**src/cct_regs.vh**
```
/*
 * register map, field positions and timing counts of the capture/compare timer.
 * assumes byte-wide registers on a plain strobe bus with 8-bit addresses.
 */
`ifndef CCT_REGS_VH
`define CCT_REGS_VH

`define CCT_ADDR_CTRL       8'h12
`define CCT_ADDR_FLAGS      8'h13
`define CCT_ADDR_CAP_HI     8'h14
`define CCT_ADDR_CAP_LO     8'h15
`define CCT_ADDR_CMP_HI     8'h16
`define CCT_ADDR_CMP_LO     8'h17
`define CCT_ADDR_CNT_HI     8'h18
`define CCT_ADDR_CNT_LO     8'h19
`define CCT_ADDR_ALT_HI     8'h1A
`define CCT_ADDR_ALT_LO     8'h1B

`define CCT_BIT_CAP_IE      7
`define CCT_BIT_CMP_IE      6
`define CCT_BIT_OVF_IE      5
`define CCT_BIT_EDGE        1
`define CCT_BIT_LEVEL       0

`define CCT_BIT_CAP_F       7
`define CCT_BIT_CMP_F       6
`define CCT_BIT_OVF_F       5

`define CCT_PRESCALE        2'h3
`define CCT_CNT_STOP_RESET  16'hFFFC
`define CCT_CMP_RESET       16'hFFFF

`endif

```
**src/cct_timer.v**
```verilog
/*
 * 16-bit free-running capture/compare timer with its byte-wide register set.
 * assumes a single clock, synchronous capture pin, and stop/wait levels and the
 * stop-exit cause supplied by the surrounding core.
 */
// Implementation choice: the address-and-strobe port.
// Behaviour
// - counter advances every fourth clock, prescaled
// - compare evaluated once every fourth clock
// - capture irq enable rw, reset clears
// - compare irq enable rw, reset clears
// - overflow irq enable rw, reset clears
// - edge select rising/falling, reset keeps
// - match drives compare pin to level
// - capture flag set; status then low read clears
// - compare flag set; status then low access clears
// - overflow flag on wrap; status then low clears
// - reset leaves status flags alone
// - counter high read freezes low view
// - alternate pair latches, never clears overflow
// - capture edge copies count; writes ignored
// - capture high read blocks all but stop-release capture until low
// - compare high write suspends matching until low
// - compare low access after status clears flag
// - counts in wait; enabled irq wakes
// - stop halts counter; reset exit loads FFFC
// - stop edge arms capture; reset discards
`timescale 1ns/1ps
`include "cct_regs.vh"

module cct_timer #(
    parameter [1:0]  PRESCALE_LAST = `CCT_PRESCALE,
    parameter [15:0] STOP_RESET    = `CCT_CNT_STOP_RESET,
    parameter [15:0] CMP_RESET     = `CCT_CMP_RESET
) (
    input  wire       i_clk,
    input  wire       i_rstn,
    input  wire [7:0] i_addr,
    input  wire [7:0] i_wdata,
    input  wire       i_wr,
    input  wire       i_rd,
    output reg  [7:0] o_rdata,
    input  wire       i_capture_input_pin,
    output reg        o_compare_output_pin,
    input  wire       i_stop,
    input  wire       i_wait,
    output wire       o_irq,
    output wire       o_wake
);

    reg  [1:0]  prescale;
    reg  [15:0] count;
    reg  [15:0] capture;
    reg  [15:0] compare;
    reg  [7:0]  cnt_lo_hold;
    reg  [7:0]  alt_lo_hold;
    reg         cnt_frozen;
    reg         alt_frozen;
    reg         cap_blocked;
    reg         cmp_suspended;
    reg         capture_irq_enable;
    reg         compare_irq_enable;
    reg         overflow_irq_enable;
    reg         capture_edge_select;
    reg         compare_output_level;
    reg         capture_flag;
    reg         compare_flag;
    reg         overflow_flag;
    reg         cap_armed_f;
    reg         cmp_armed_f;
    reg         ovf_armed_f;
    reg         pin_q;
    reg         stop_q;
    reg         stop_pend;
    reg  [15:0] stop_data;

    wire        tick;
    wire        edge_seen;
    wire        cap_take;
    wire        cmp_hit;
    wire        wrap;
    wire [7:0]  ctrl_v;
    wire [7:0]  flags_v;
    reg  [7:0]  next_rdata;

    function is_addr;
        input [7:0] a;
        input [7:0] b;
        begin
            is_addr = (a == b);
        end
    endfunction

    // register strobes, decoded once and shared by several processes
    wire        wr_ctrl;
    wire        wr_cmp_hi;
    wire        wr_cmp_lo;
    wire        rd_flags;
    wire        rd_cap_hi;
    wire        rd_cap_lo;
    wire        acc_cmp_lo;
    wire        rd_cnt_hi;
    wire        rd_cnt_lo;
    wire        rd_alt_hi;
    wire        rd_alt_lo;
    wire        stop_edge;
    wire        stop_release;

    assign wr_ctrl      = i_wr && is_addr(i_addr, `CCT_ADDR_CTRL);
    assign wr_cmp_hi    = i_wr && is_addr(i_addr, `CCT_ADDR_CMP_HI);
    assign wr_cmp_lo    = i_wr && is_addr(i_addr, `CCT_ADDR_CMP_LO);
    assign rd_flags     = i_rd && is_addr(i_addr, `CCT_ADDR_FLAGS);
    assign rd_cap_hi    = i_rd && is_addr(i_addr, `CCT_ADDR_CAP_HI);
    assign rd_cap_lo    = i_rd && is_addr(i_addr, `CCT_ADDR_CAP_LO);
    assign acc_cmp_lo   = (i_rd || i_wr) && is_addr(i_addr, `CCT_ADDR_CMP_LO);
    assign rd_cnt_hi    = i_rd && is_addr(i_addr, `CCT_ADDR_CNT_HI);
    assign rd_cnt_lo    = i_rd && is_addr(i_addr, `CCT_ADDR_CNT_LO);
    assign rd_alt_hi    = i_rd && is_addr(i_addr, `CCT_ADDR_ALT_HI);
    assign rd_alt_lo    = i_rd && is_addr(i_addr, `CCT_ADDR_ALT_LO);
    // only the first edge inside stop is remembered
    assign stop_edge    = i_stop && edge_seen && !stop_pend;
    // stop left without reset: the remembered edge becomes a capture
    assign stop_release = !i_stop && stop_pend;

    // prescaler only runs outside stop
    assign tick = (prescale == PRESCALE_LAST) && !i_stop;
    assign wrap = tick && (count == 16'hFFFF);
    assign cmp_hit = tick && !cmp_suspended && (count == compare);
    assign edge_seen = capture_edge_select ? (i_capture_input_pin && !pin_q)
                                           : (!i_capture_input_pin && pin_q);
    assign cap_take = edge_seen && !cap_blocked && !i_stop;

    assign ctrl_v = {capture_irq_enable, compare_irq_enable, overflow_irq_enable,
                     3'h0, capture_edge_select, compare_output_level};
    assign flags_v = {capture_flag, compare_flag, overflow_flag, 5'h00};

    assign o_irq = (capture_flag && capture_irq_enable) ||
                   (compare_flag && compare_irq_enable) ||
                   (overflow_flag && overflow_irq_enable);
    // wait does not gate the request, so it also wakes the core
    assign o_wake = o_irq;

    // previous pin level for the edge detector
    always @(posedge i_clk) begin
        pin_q <= i_capture_input_pin;
    end

    // stop one cycle back tells a reset that ends stop from a plain one
    always @(posedge i_clk) begin
        stop_q <= i_stop;
    end

    always @(posedge i_clk) begin
        if (!i_rstn) begin
            prescale <= 2'h0;
        end else if (i_stop) begin
            prescale <= 2'h0;
        end else begin
            prescale <= prescale + 2'h1;
        end
    end

    always @(posedge i_clk) begin
        if (!i_rstn) begin
            if (stop_q) begin
                count <= STOP_RESET;
            end
        end else if (tick) begin
            count <= count + 16'h0001;
        end
    end

    // control bits; edge select is untouched by reset
    always @(posedge i_clk) begin
        if (!i_rstn) begin
            capture_irq_enable   <= 1'b0;
            compare_irq_enable   <= 1'b0;
            overflow_irq_enable  <= 1'b0;
            compare_output_level <= 1'b0;
        end else if (wr_ctrl) begin
            capture_irq_enable   <= i_wdata[`CCT_BIT_CAP_IE];
            compare_irq_enable   <= i_wdata[`CCT_BIT_CMP_IE];
            overflow_irq_enable  <= i_wdata[`CCT_BIT_OVF_IE];
            compare_output_level <= i_wdata[`CCT_BIT_LEVEL];
        end
    end

    always @(posedge i_clk) begin
        if (i_rstn && wr_ctrl) begin
            capture_edge_select <= i_wdata[`CCT_BIT_EDGE];
        end
    end

    // pin keeps its level between matches; a level change alone moves nothing
    always @(posedge i_clk) begin
        if (!i_rstn) begin
            o_compare_output_pin <= 1'b0;
        end else if (cmp_hit) begin
            o_compare_output_pin <= compare_output_level;
        end
    end

    // compare register pair and high-write suspend
    always @(posedge i_clk) begin
        if (!i_rstn) begin
            compare       <= CMP_RESET;
            cmp_suspended <= 1'b0;
        end else if (wr_cmp_hi) begin
            compare[15:8] <= i_wdata;
            cmp_suspended <= 1'b1;
        end else if (wr_cmp_lo) begin
            compare[7:0]  <= i_wdata;
            cmp_suspended <= 1'b0;
        end
    end

    // high read blocks pin-edge capture, so only a stop release can tear the byte pair
    always @(posedge i_clk) begin
        if (!i_rstn) begin
            cap_blocked <= 1'b0;
        end else if (rd_cap_hi) begin
            cap_blocked <= 1'b1;
        end else if (rd_cap_lo) begin
            cap_blocked <= 1'b0;
        end
    end

    // reset throws a remembered stop edge away
    always @(posedge i_clk) begin
        if (!i_rstn) begin
            stop_pend <= 1'b0;
        end else if (stop_edge) begin
            stop_pend <= 1'b1;
        end else if (stop_release) begin
            stop_pend <= 1'b0;
        end
    end

    always @(posedge i_clk) begin
        if (i_rstn && stop_edge) begin
            stop_data <= count;
        end
    end

    always @(posedge i_clk) begin
        if (i_rstn) begin
            if (stop_release) begin
                capture <= stop_data;
            end else if (cap_take) begin
                capture <= count;
            end
        end
    end

    // status read arms a clear; the low-byte access uses the arm up either way
    always @(posedge i_clk) begin
        if (!i_rstn) begin
            cap_armed_f <= 1'b0;
            cmp_armed_f <= 1'b0;
            ovf_armed_f <= 1'b0;
        end else if (rd_flags) begin
            cap_armed_f <= capture_flag;
            cmp_armed_f <= compare_flag;
            ovf_armed_f <= overflow_flag;
        end else begin
            if (rd_cap_lo) begin
                cap_armed_f <= 1'b0;
            end
            if (acc_cmp_lo) begin
                cmp_armed_f <= 1'b0;
            end
            if (rd_cnt_lo) begin
                ovf_armed_f <= 1'b0;
            end
        end
    end

    // flags: reset leaves them, and a new event wins over a clear
    always @(posedge i_clk) begin
        if (i_rstn) begin
            if (cap_take || stop_release) begin
                capture_flag <= 1'b1;
            end else if (cap_armed_f && rd_cap_lo) begin
                capture_flag <= 1'b0;
            end
        end
    end

    always @(posedge i_clk) begin
        if (i_rstn) begin
            if (cmp_hit) begin
                compare_flag <= 1'b1;
            end else if (cmp_armed_f && acc_cmp_lo) begin
                compare_flag <= 1'b0;
            end
        end
    end

    always @(posedge i_clk) begin
        if (i_rstn) begin
            if (wrap) begin
                overflow_flag <= 1'b1;
            end else if (ovf_armed_f && rd_cnt_lo) begin
                overflow_flag <= 1'b0;
            end
        end
    end

    // counter low-byte latches; each pair freezes on its own high read
    always @(posedge i_clk) begin
        if (!i_rstn) begin
            cnt_frozen <= 1'b0;
        end else if (rd_cnt_hi) begin
            cnt_frozen <= 1'b1;
        end else if (rd_cnt_lo) begin
            cnt_frozen <= 1'b0;
        end
    end

    always @(posedge i_clk) begin
        if (i_rstn && rd_cnt_hi) begin
            cnt_lo_hold <= count[7:0];
        end
    end

    // the alternate pair never touches the overflow arm
    always @(posedge i_clk) begin
        if (!i_rstn) begin
            alt_frozen <= 1'b0;
        end else if (rd_alt_hi) begin
            alt_frozen <= 1'b1;
        end else if (rd_alt_lo) begin
            alt_frozen <= 1'b0;
        end
    end

    always @(posedge i_clk) begin
        if (i_rstn && rd_alt_hi) begin
            alt_lo_hold <= count[7:0];
        end
    end

    // read mux; counter/capture pairs ignore writes, unmapped reads zero
    always @* begin
        next_rdata = 8'h00;
        case (i_addr)
            `CCT_ADDR_CTRL:   next_rdata = ctrl_v;
            `CCT_ADDR_FLAGS:  next_rdata = flags_v;
            `CCT_ADDR_CAP_HI: next_rdata = capture[15:8];
            `CCT_ADDR_CAP_LO: next_rdata = capture[7:0];
            `CCT_ADDR_CMP_HI: next_rdata = compare[15:8];
            `CCT_ADDR_CMP_LO: next_rdata = compare[7:0];
            `CCT_ADDR_CNT_HI: next_rdata = count[15:8];
            `CCT_ADDR_CNT_LO: next_rdata = cnt_frozen ? cnt_lo_hold : count[7:0];
            `CCT_ADDR_ALT_HI: next_rdata = count[15:8];
            `CCT_ADDR_ALT_LO: next_rdata = alt_frozen ? alt_lo_hold : count[7:0];
            default:          next_rdata = 8'h00;
        endcase
    end

    always @(posedge i_clk) begin
        if (!i_rstn) begin
            o_rdata <= 8'h00;
        end else if (i_rd) begin
            o_rdata <= next_rdata;
        end else begin
            o_rdata <= 8'h00;
        end
    end

endmodule

```
**config.mk**
```make
export PLATFORM = sky130hd
export DESIGN_NAME = cct_timer
export DESIGN_NICKNAME = d
export VERILOG_FILES = /design/src/cct_timer.v
export VERILOG_INCLUDE_DIRS = /design/src
export SDC_FILE = /design/constraint.sdc
export NUM_CORES = 1
export LEC_CHECK = 0
export BUFFER_PORTS_ARGS = -buffer_cell sky130_fd_sc_hd__buf_2
export CAP_MARGIN = 0
export CORE_ASPECT_RATIO = 1.4
export CORE_MARGIN = 10
export CORE_UTILIZATION = 50
export DETAILED_ROUTE_END_ITERATION = 12
export MAX_ROUTING_LAYER = met4
export PLACE_DENSITY = 0.68
export SETUP_SLACK_MARGIN = 0.4
export SLEW_MARGIN = 20
export SYNTH_ARGS = -nofsm -noshare
export SYNTH_HDL_FRONTEND = slang
export SYNTH_SLANG_ARGS = --single-unit
```
**constraint.sdc**
```tcl
create_clock -name i_clk -period 4.7 [get_ports i_clk]
set_input_delay 1.175 -clock i_clk [delete_from_list [all_inputs] [get_ports i_clk]]
set_output_delay 1.175 -clock i_clk [all_outputs]
set_load 0.05 [all_outputs]
```
==> results.ini, run 1 <==
[synth]
yosysSeqAreaShare = 0.554
syn_area_um2 = 5170
synth_seq_cells = 109
synth-edff-count = 68
synth_compound_area_frac = 0.0915
async_flop_share = 0
synth.area.mux_share = 0.0968
yosysWarnings = 0
yosysUniqueCellTypes = 58
syn-num-nets = 491
synth_top_family_by_area = simple AND/OR/NAND/NOR gates
synth_top_flop_cell = edfxtp_1
synthCells = 466
synth-simple-area-share = 0.174
synth-xor-area-share = 0.0438
synth_adder_area_share = 0.00484
avgSynthCellArea_um2 = 11.1

[critical_path]
worstPathCellList = buf_2 > nor4b_4 > nand2b_1 > nor4_1 > buf_4
crit_type = in2reg
worst-r2r-setup-slack_ps = 2530
path_max_fanout = 14
slowest_delay_ps = 650
cp.required_ps = 4760
cp_top_family = simple AND/OR/NAND/NOR gates
start_kind = input port
end_kind = flop
slowest_stage = nor4b_4
critPathBufInv = 2
worstRegToRegCells = 5
cp.arrival_ps = 2920
reg2reg_to = compare_flag
critPathLaunch = i_addr[5]
r2r-start = count[3]

[cts]
cts_buffer_depth = 2
clock_latency_ps = 350
cts_max_level = 3
post-cts-setup-buffers = 0
cts_tree = built
cts-root-buf = clkbuf_16
path_clk_slew_ps = 70
cts_buffers = 9
ctsHoldBuffers = 0
cts_resized = 0
cts.sinks = 109

[drt]
firstDrtPassIters = 5
drcViolationCount = 0
num_vias = 3727
drt-vias-per-instance = 5.98
antenna_left = 0
drt_iter0_markers = 300
wl_mm = 13.1
wire_per_inst_um = 21.0

[worst_hold_path]
hold_start = prescale[0]
holdPathEnd = prescale[0]
hold_depth = 1
hold_class = reg2reg

[timing]
setup_tns_ps = 0
setup_violations = 0
finalClockSkew_ps = 7.40
setup_slack_ps = 1840
worstMarginPinSlew_ps = 1050
fmax_mhz = 349
maxSlewHeadroom = 0.291
rsz0062_at_grt = no
post-route-min-period_ps = 2860
finalCritPeriodShare = 0.609
finalMaxSlewViolations = 0
hold_violations = 0

[die]
dieArea_um2 = 14900
initial_core_util = 0.517
core_area_um2 = 10000
core.rowCount = 43
die_h_um = 140
die-width_um = 106
ios = 34

[power]
power.density_nw_per_um2 = 330
max-vdd-ir-drop_uv = 234
p_leak_nw = 1.99

[placed_design]
dp_hpwl_mm = 9.27
placed_cell_area_um2 = 5410
place_ws_ps = 1490
gp_congestion = 0.975
portBuffers = 32

[cells_and_area]
area_delta_synth_final_pct = 10.1
fillers = 869
antenna_cells = 0
post-route-util = 0.569
nNetsFinal = 508
final_area_um2 = 5690
layout-drive-gt1-share = 0.184

[global_route]
grt_use_total = 0.180
grt_pass1_vias = 3604
grt_overflow = 0
grt_antenna_before_repair = 0
grt_first_pass_wirelength_mm = 20.3
grt_max_degree = 32

[run_status]
outcome = finished, final reports clean

[flow_run]
maxCapViolations = 0

area by class of cell:
type                       count  area [µm²]  area share
sequential                   109        2860       0.503
multi-input combinational    318        2140       0.376
clock buffer                   9         225      0.0396
timing repair buffer          40         220      0.0387
tap                          135         169      0.0297
clock inverter                 7        56.3     0.00989
inverter                       5        18.8     0.00330
cells in the mapped netlist, types with 2 or more instances:
| cell | instances | area (µm²) |
|---|---|---|
| a21oi_1 | 11 | 55.1 |
| a221oi_1 | 2 | 17.5 |
| a22oi_1 | 8 | 60.1 |
| a2bb2oi_1 | 3 | 26.3 |
| a31oi_1 | 9 | 56.3 |
| a32oi_1 | 6 | 52.6 |
| and2_1 | 4 | 25.0 |
| and2b_1 | 2 | 15.0 |
| and3_1 | 6 | 37.5 |
| and3_2 | 2 | 15.0 |
| and4_1 | 3 | 26.3 |
| buf_2 | 14 | 70.1 |
| buf_6 | 2 | 22.5 |
| clkbuf_1 | 17 | 63.8 |
| dfxtp_1 | 41 | 821 |
| edfxtp_1 | 68 | 2040 |
| ha_1 | 2 | 25.0 |
| inv_1 | 4 | 15.0 |
| mux2_2 | 24 | 270 |
| mux2i_1 | 23 | 230 |
| nand2_1 | 60 | 225 |
| nand2b_1 | 6 | 37.5 |
| nand3_1 | 31 | 155 |
| nand3b_1 | 2 | 15.0 |
| nand4_1 | 3 | 18.8 |
| nor2_1 | 27 | 101 |
| nor2b_1 | 5 | 31.3 |
| nor3_1 | 7 | 35.0 |
| nor3b_1 | 3 | 22.5 |
| o21a_1 | 2 | 15.0 |
| o21ai_0 | 12 | 60.1 |
| o22ai_1 | 5 | 31.3 |
| o2bb2ai_1 | 2 | 17.5 |
| or3_1 | 4 | 25.0 |
| xnor2_1 | 16 | 140 |
| xor2_1 | 8 | 70.1 |
cells by family after synthesis:
logic type      count (synthesis)
buf+inv                        39
compound gates                 69
simple gates                  175
fa+ha+maj                       2
mux                            47
flops                         109
xor+xnor                       25
through the flow:
| stage | power, mW | hold WS (ps) | cells |
|---|---|---|---|
| after floorplan | 1.13 | 405 | 466 |
| after global placement | 1.17 | 413 | 607 |
| after detailed placement | 1.17 | 431 | 607 |
| after CTS | 1.89 | 445 | 623 |
| after global routing | 1.94 | 463 | 623 |
| final | 1.88 | 441 | 623 |
worst max-delay path by stage:
stage                     endpoint  slack, ps  cells past startpoint
global route        cnt_lo_hold[4]       1710                      5
global placement    cnt_lo_hold[7]       1530                      5
detailed placement  cnt_lo_hold[7]       1490                      5
floorplan               capture[0]       1400                      3
finish              cnt_lo_hold[4]       1840                      5
CTS                 cnt_lo_hold[4]       1860                      5
metal layers:
layer	global-route usage	vias up	share of wire
li1	-	1746	-
met2	0.295	152	0.50
met5	-	-	0
met3	0.0275	27	0.058
met1	0.215	1802	0.41
met4	0.0793	0	0.031
report_power, final:
part           switching (mW)  internal [mW]  total, mW
Combinational          0.0675         0.0428      0.110
Sequential             0.0193           1.03       1.05
Clock                   0.358          0.367      0.725
state kept, by name, summed over array words and instances (netlist names), 2 cells and up:
| name | count |
|---|---|
| stop_data | 16 |
| o_rdata | 8 |
| prescale | 2 |
| count | 16 |
| alt_lo_hold | 8 |
| compare | 16 |
| cnt_lo_hold | 8 |
| capture | 16 |
placed cells by master, fill, tap and decap left out, types with 3 or more instances in the layout:
| master | n |
|---|---|
| nand4_1 | 3 |
| inv_1 | 4 |
| a31oi_1 | 9 |
| or3_1 | 4 |
| buf_4 | 8 |
| o22ai_1 | 5 |
| nand2b_1 | 6 |
| a2bb2oi_1 | 3 |
| and3_1 | 6 |
| inv_6 | 3 |
| nand3_1 | 31 |
| a22oi_1 | 8 |
| nor3_1 | 6 |
| mux2i_1 | 23 |
| and4_1 | 3 |
| xor2_1 | 8 |
| nor2b_1 | 5 |
| a32oi_1 | 6 |
| o21ai_0 | 12 |
| nand2_1 | 60 |
| clkbuf_16 | 9 |
| and2_1 | 4 |
| mux2_2 | 24 |
| nor2_1 | 27 |
| a21oi_1 | 11 |
| xnor2_1 | 16 |
| buf_2 | 32 |
| dfxtp_1 | 41 |
| edfxtp_1 | 68 |
(Power assumes the default switching activity.)
==> run 2, diff against run 1 <==
Settings changed: PLACE_DENSITY 0.68 to 0.7.
Clock period 4.7 ns to 2.4 ns, I/O delays scaled along.
==> run 2 against run 1 <==
Worst hold slack worse by 56 ps; critical endpoint is now o_wake; core utilization rose by 3.1 points; non-clock buffer count rose by 30; combinational power rose by 140%; total power rose by 110%; critical path type is now reg2out; largest cell class unchanged; register-to-register slack lost 2000 ps; highest routed layer unchanged.
==> results.ini, run 2 (synthesized netlist as in run 1, its figures left out) <==
[run_status]
outcome = finished, final reports clean

[die]
dieArea_um2 = 14900  ; unchanged
initial_core_util = 0.517  ; unchanged
core_area_um2 = 10000  ; unchanged
die_h_um = 140  ; unchanged
die-width_um = 106  ; unchanged
ios = 34  ; unchanged
core.rowCount = 43  ; unchanged

[timing]
fmax_mhz = 471
setup_violations = 0  ; unchanged
finalMaxSlewViolations = 0  ; unchanged
finalCritPeriodShare = 0.884
rsz0062_at_grt = yes
maxSlewHeadroom = 0.610  ; +0.318
setup_tns_ps = 0  ; unchanged
setup_slack_ps = 278  ; -1560 ps
hold_violations = 0  ; unchanged
finalClockSkew_ps = 6.65  ; -0.750 ps
worstMarginPinSlew_ps = 577  ; -470 ps
post-route-min-period_ps = 2120

[drt]
drcViolationCount = 0  ; unchanged
wl_mm = 14.2  ; +8.6%
drt-vias-per-instance = 5.96  ; -0.29%
wire_per_inst_um = 21.7  ; +3.6%
firstDrtPassIters = 5  ; unchanged
antenna_left = 0  ; unchanged
drt_iter0_markers = 360  ; +20%
num_vias = 3895  ; +4.5%

[cts]
cts_tree = built
cts_buffer_depth = 2  ; unchanged
cts-root-buf = clkbuf_16
cts_buffers = 9  ; unchanged
cts_max_level = 3  ; unchanged
cts.sinks = 109  ; unchanged
path_clk_slew_ps = 70  ; about the same
clock_latency_ps = 350  ; about the same

[critical_path]
slowest_delay_ps = 450  ; -200 ps
worstRegToRegCells = 5  ; unchanged
slowest_stage = a222oi_1
cp.required_ps = 1800  ; -2960 ps
worstPathCellList = a222oi_1 > inv_1 > buf_4
end_kind = output pin
critPathBufInv = 2  ; unchanged
crit_type = reg2out
cp_top_family = compound AO/OA/AOI/OAI gates
cp.arrival_ps = 1520  ; -1400 ps
path_max_fanout = 2  ; -12
start_kind = flop
cp.depth = 3  ; -2

[global_route]
grt_max_degree = 33  ; +3.1%
grt_overflow = 0  ; unchanged
grt_use_total = 0.198  ; +0.0174
grt_antenna_before_repair = 0  ; unchanged
grt_pass1_vias = 3910  ; +8.5%
grt_first_pass_wirelength_mm = 22.0  ; +8.7%

[placed_design]
portBuffers = 32  ; unchanged
placed_cell_area_um2 = 5600  ; +3.5%
gp_congestion = 0.921  ; -5.5%
dp_hpwl_mm = 10.2  ; +10%
place_ws_ps = 191  ; -1300 ps

[worst_hold_path]
hold_depth = 1  ; unchanged
hold_class = in2reg

[power]
p_leak_nw = 2.18  ; +9.5%
max-vdd-ir-drop_uv = 387  ; +66%
finalPower_mw = 3.89  ; +110%
power.density_nw_per_um2 = 648  ; +96%

[cells_and_area]
area_delta_synth_final_pct = 16.1
layout-drive-gt1-share = 0.239  ; +0.0550
final_area_um2 = 6000  ; +5.4%
antenna_cells = 0  ; unchanged
nNetsFinal = 538  ; +5.9%
layout_common_cells = 68 x edfxtp_1, 60 x nand2_1, 41 x dfxtp_1, 40 x buf_4
layout_commonest_cell = edfxtp_1

[flow_run]
maxCapViolations = 0  ; unchanged

[run 2: through the flow]
stage                     hold slack [ps]   util  instances
final                                 384  0.600        653
after global routing                  374  0.600        653
after CTS                             377  0.594        646
after detailed placement              437  0.559        627
after global placement                417  0.559        627
after floorplan                       405      -        466
[run 2: worst paths after layout]
path | slack (ps) | start | to
hold / removal | 380 | i_capture_input_pin | pin_q
hold reg to reg | 440 | prescale[0] | prescale[0]
setup / recovery | 280 | compare_flag | o_wake
setup reg to reg | 500 | cnt_frozen | o_rdata[3]
[run 2: routing by layer]
metal / GRT usage / vias to the layer above / share of wire
met3: 0.0372 / 41 / 0.058
met2: 0.315 / 157 / 0.50
met5: - / - / 0
met1: 0.227 / 1894 / 0.39
met4: 0.118 / 0 / 0.048
li1: - / 1803 / -
[run 2: worst reg2reg max path, cell delays in order, from the launching register on]
cell	delay, ps
dfxtp_1	610
mux2_2	390
a22oi_1	170
o22ai_1	130
a221oi_1	400
nor2_1	70
[run 2: timing repair]
item,4_1_cts,5_1_grt
endpoints found under the setup margin,3,5
pin swaps,1,0
hold buffers,0,0
setup buffers,3,7
gates resized for setup,2,2
[run 2: cell type report]
class                   count  area, µm²
multi-input cells         318       2180
clock inverters             7       95.1
fillers                   857       4000
clock buffers               9        225
repair buffers             70        450
well taps                 135        169
inverters                   5       18.8
flip-flops and latches    109       2860
[run 2: where the power goes]
part	total (mW)	switching [mW]	internal [mW]	leakage [nW]
logic	0.262	0.159	0.102	1.08
registers	2.03	0.0208	2.01	0.937
clock network	1.60	0.681	0.919	0.158
total	3.89	0.862	3.03	2.18
==> run 3, diff against run 2 <==
Settings changed: CORE_MARGIN 10 to not set.
==> run 3 against run 2 <==
Largest cell class unchanged; first-iteration DRC count grew 17%; cell area is essentially flat; largest power group unchanged; highest routed layer unchanged; count of clock-buffer cells in the layout grew 4; worst setup slack gained 54 ps; sequential power is essentially flat; die area shrank 28%; worst hold slack gained 3.4 ps; maximum frequency grew 2.6%; global-route usage grew 7.7 points.
==> results.ini, run 3 (synthesized netlist as in run 1, its figures left out) <==
[worst_hold_path]
holdPathEnd = pin_q
hold_depth = 1  ; unchanged
hold_start = i_capture_input_pin
hold_class = in2reg

[cells_and_area]
nNetsFinal = 541  ; +0.56%
layout_common_cells = 68 x edfxtp_1, 60 x nand2_1, 43 x buf_4, 41 x dfxtp_1, 31 x nand3_1
fillers = 848  ; -1.1%
antenna_cells = 0  ; unchanged
final_area_um2 = 6000  ; about the same
layout_commonest_cell = edfxtp_1
layout-drive-gt1-share = 0.238  ; -0.00138
seqCellArea_um2 = 2860  ; unchanged
area_delta_synth_final_pct = 16.0  ; about the same
multi_input_area_um2 = 2180  ; about the same

[cts]
path_clk_slew_ps = 70  ; about the same
cts_buffers = 9  ; unchanged
cts-root-buf = clkbuf_16
cts_buffer_depth = 2  ; unchanged
clock_latency_ps = 340  ; about the same
cts_max_level = 3  ; unchanged
cts_tree = built
cts.sinks = 109  ; unchanged

[timing]
fmax_mhz = 484  ; +2.6%
finalMaxSlewViolations = 0  ; unchanged
setup_violations = 0  ; unchanged
finalClockSkew_ps = 5.55  ; -1.10 ps
setup_tns_ps = 0  ; unchanged
post-route-min-period_ps = 2070  ; -53.8 ps
finalCritPeriodShare = 0.862  ; -0.0224
worstMarginPinSlew_ps = 519  ; -57.3 ps
rsz0062_at_grt = yes
maxSlewHeadroom = 0.653  ; +0.0438
hold_violations = 0  ; unchanged

[critical_path]
r2r-start = cnt_frozen
start_kind = flop
reg2reg_to = o_rdata[4]
worst-r2r-setup-slack_ps = 480  ; -20 ps
crit_type = reg2out
cp.required_ps = 1800  ; about the same
worstRegToRegCells = 5  ; unchanged
slowest_delay_ps = 430  ; -20 ps
worstPathCellList = a222oi_1 > inv_1 > buf_4
cp.arrival_ps = 1470  ; -50 ps
end_kind = output pin
path_max_fanout = 2  ; unchanged
slowest_stage = edfxtp_1

[power]
p_sw_frac = 0.222  ; about the same
power_frac_seq = 0.541  ; +0.019
pwr-share-clk = 0.389  ; -0.022
p_int_mw = 2.92  ; -3.6%
power.density_nw_per_um2 = 626  ; -3.5%
max-vdd-ir-drop_uv = 337  ; -13%
comb_power_share = 0.070  ; +0.003
p_switching_uw = 831  ; -3.5%
p_leak_nw = 2.18  ; +0.41%

[drt]
antenna_left = 0  ; unchanged
wire_per_inst_um = 20.6  ; -5.3%
firstDrtPassIters = 5  ; unchanged
drt-vias-per-instance = 5.99  ; +0.46%
drt_iter0_markers = 421  ; +17%
drcViolationCount = 0  ; unchanged
wl_mm = 13.5  ; -4.9%
num_vias = 3931  ; +0.92%

[placed_design]
gp_congestion = 0.944  ; +2.4%
portBuffers = 32  ; unchanged
dp_hpwl_mm = 9.60  ; -5.9%
placed_cell_area_um2 = 5610  ; +0.27%

[die]
dieArea_um2 = 10800  ; -28%
die-width_um = 88.0  ; -17%
core.rowCount = 43  ; unchanged
initial_core_util = 0.517  ; unchanged
die_h_um = 122  ; -13%
ios = 34  ; unchanged
core_area_um2 = 10000  ; unchanged

[run_status]
outcome = finished, final reports clean

[global_route]
grt_overflow = 0  ; unchanged
grt_antenna_before_repair = 0  ; unchanged
grt_first_pass_wirelength_mm = 20.6  ; -6.6%
grt_max_degree = 18  ; -45%
grt_pass1_vias = 3699  ; -5.4%
grt_use_total = 0.275  ; +0.0770

[flow_run]
maxCapViolations = 0  ; unchanged

[run 3: worst max-delay path by stage]
stage	start	endpoint	cells past startpoint
floorplan	i_rstn	capture[0]	3
global placement	i_addr[3]	compare_flag	6
detailed placement	i_addr[5]	compare[13]	7
CTS	compare_flag	o_irq	3
global route	compare_flag	o_wake	3
finish	compare_flag	o_wake	3
[run 3: power groups by stage]
stage,Clock (mW),Combinational [mW],Sequential (mW)
finish,1.46,0.263,2.03
global route,1.56,0.280,2.03
CTS,1.48,0.252,2.03
detailed placement,0,0.249,2.08
global placement,0,0.245,2.08
floorplan,0,0.162,2.06
[run 3: timing repair]
item,4_1_cts,5_1_grt
gates resized for setup,2,1
pin swaps,1,0
endpoints found under the setup margin,3,6
buffers inserted,3,8
hold buffers,0,0
hold endpoints to repair,0,0
[run 3: worst max-delay path, delay by kind of cell, from the launching register on]
family | cells | cell delay (ps)
AO/OA/AOI/OAI | 1 | 390
buffers and inverters | 2 | 300
flip-flops | 1 | 430
[run 3: area by class of cell]
cell class / count / share of cell area
inverters: 5 / 0.00313
clock buffers: 13 / 0.0459
repair buffers: 73 / 0.0788
multi-input cells: 318 / 0.364
clock inverters: 3 / 0.00313
well taps: 135 / 0.0281
flip-flops and latches: 109 / 0.477
[run 3: stage by stage]
step,power [mW],util,hold slack (ps),worst slack (ps),std cells
global placement,2.32,0.561,416,192,629
global route,3.87,0.600,381,264,656
finish,3.75,0.600,388,332,656
detailed placement,2.32,0.561,430,202,629
CTS,3.77,0.593,378,288,648
floorplan,2.23,-,405,361,466
[run 3: per-layer routing]
metal,track usage,routed length (µm),vias up
li1,-,-,1816
met1,0.332,5390,1893
met2,0.439,6680,179
met3,0.0451,775,43
met4,0.143,637,0
met5,-,0,-
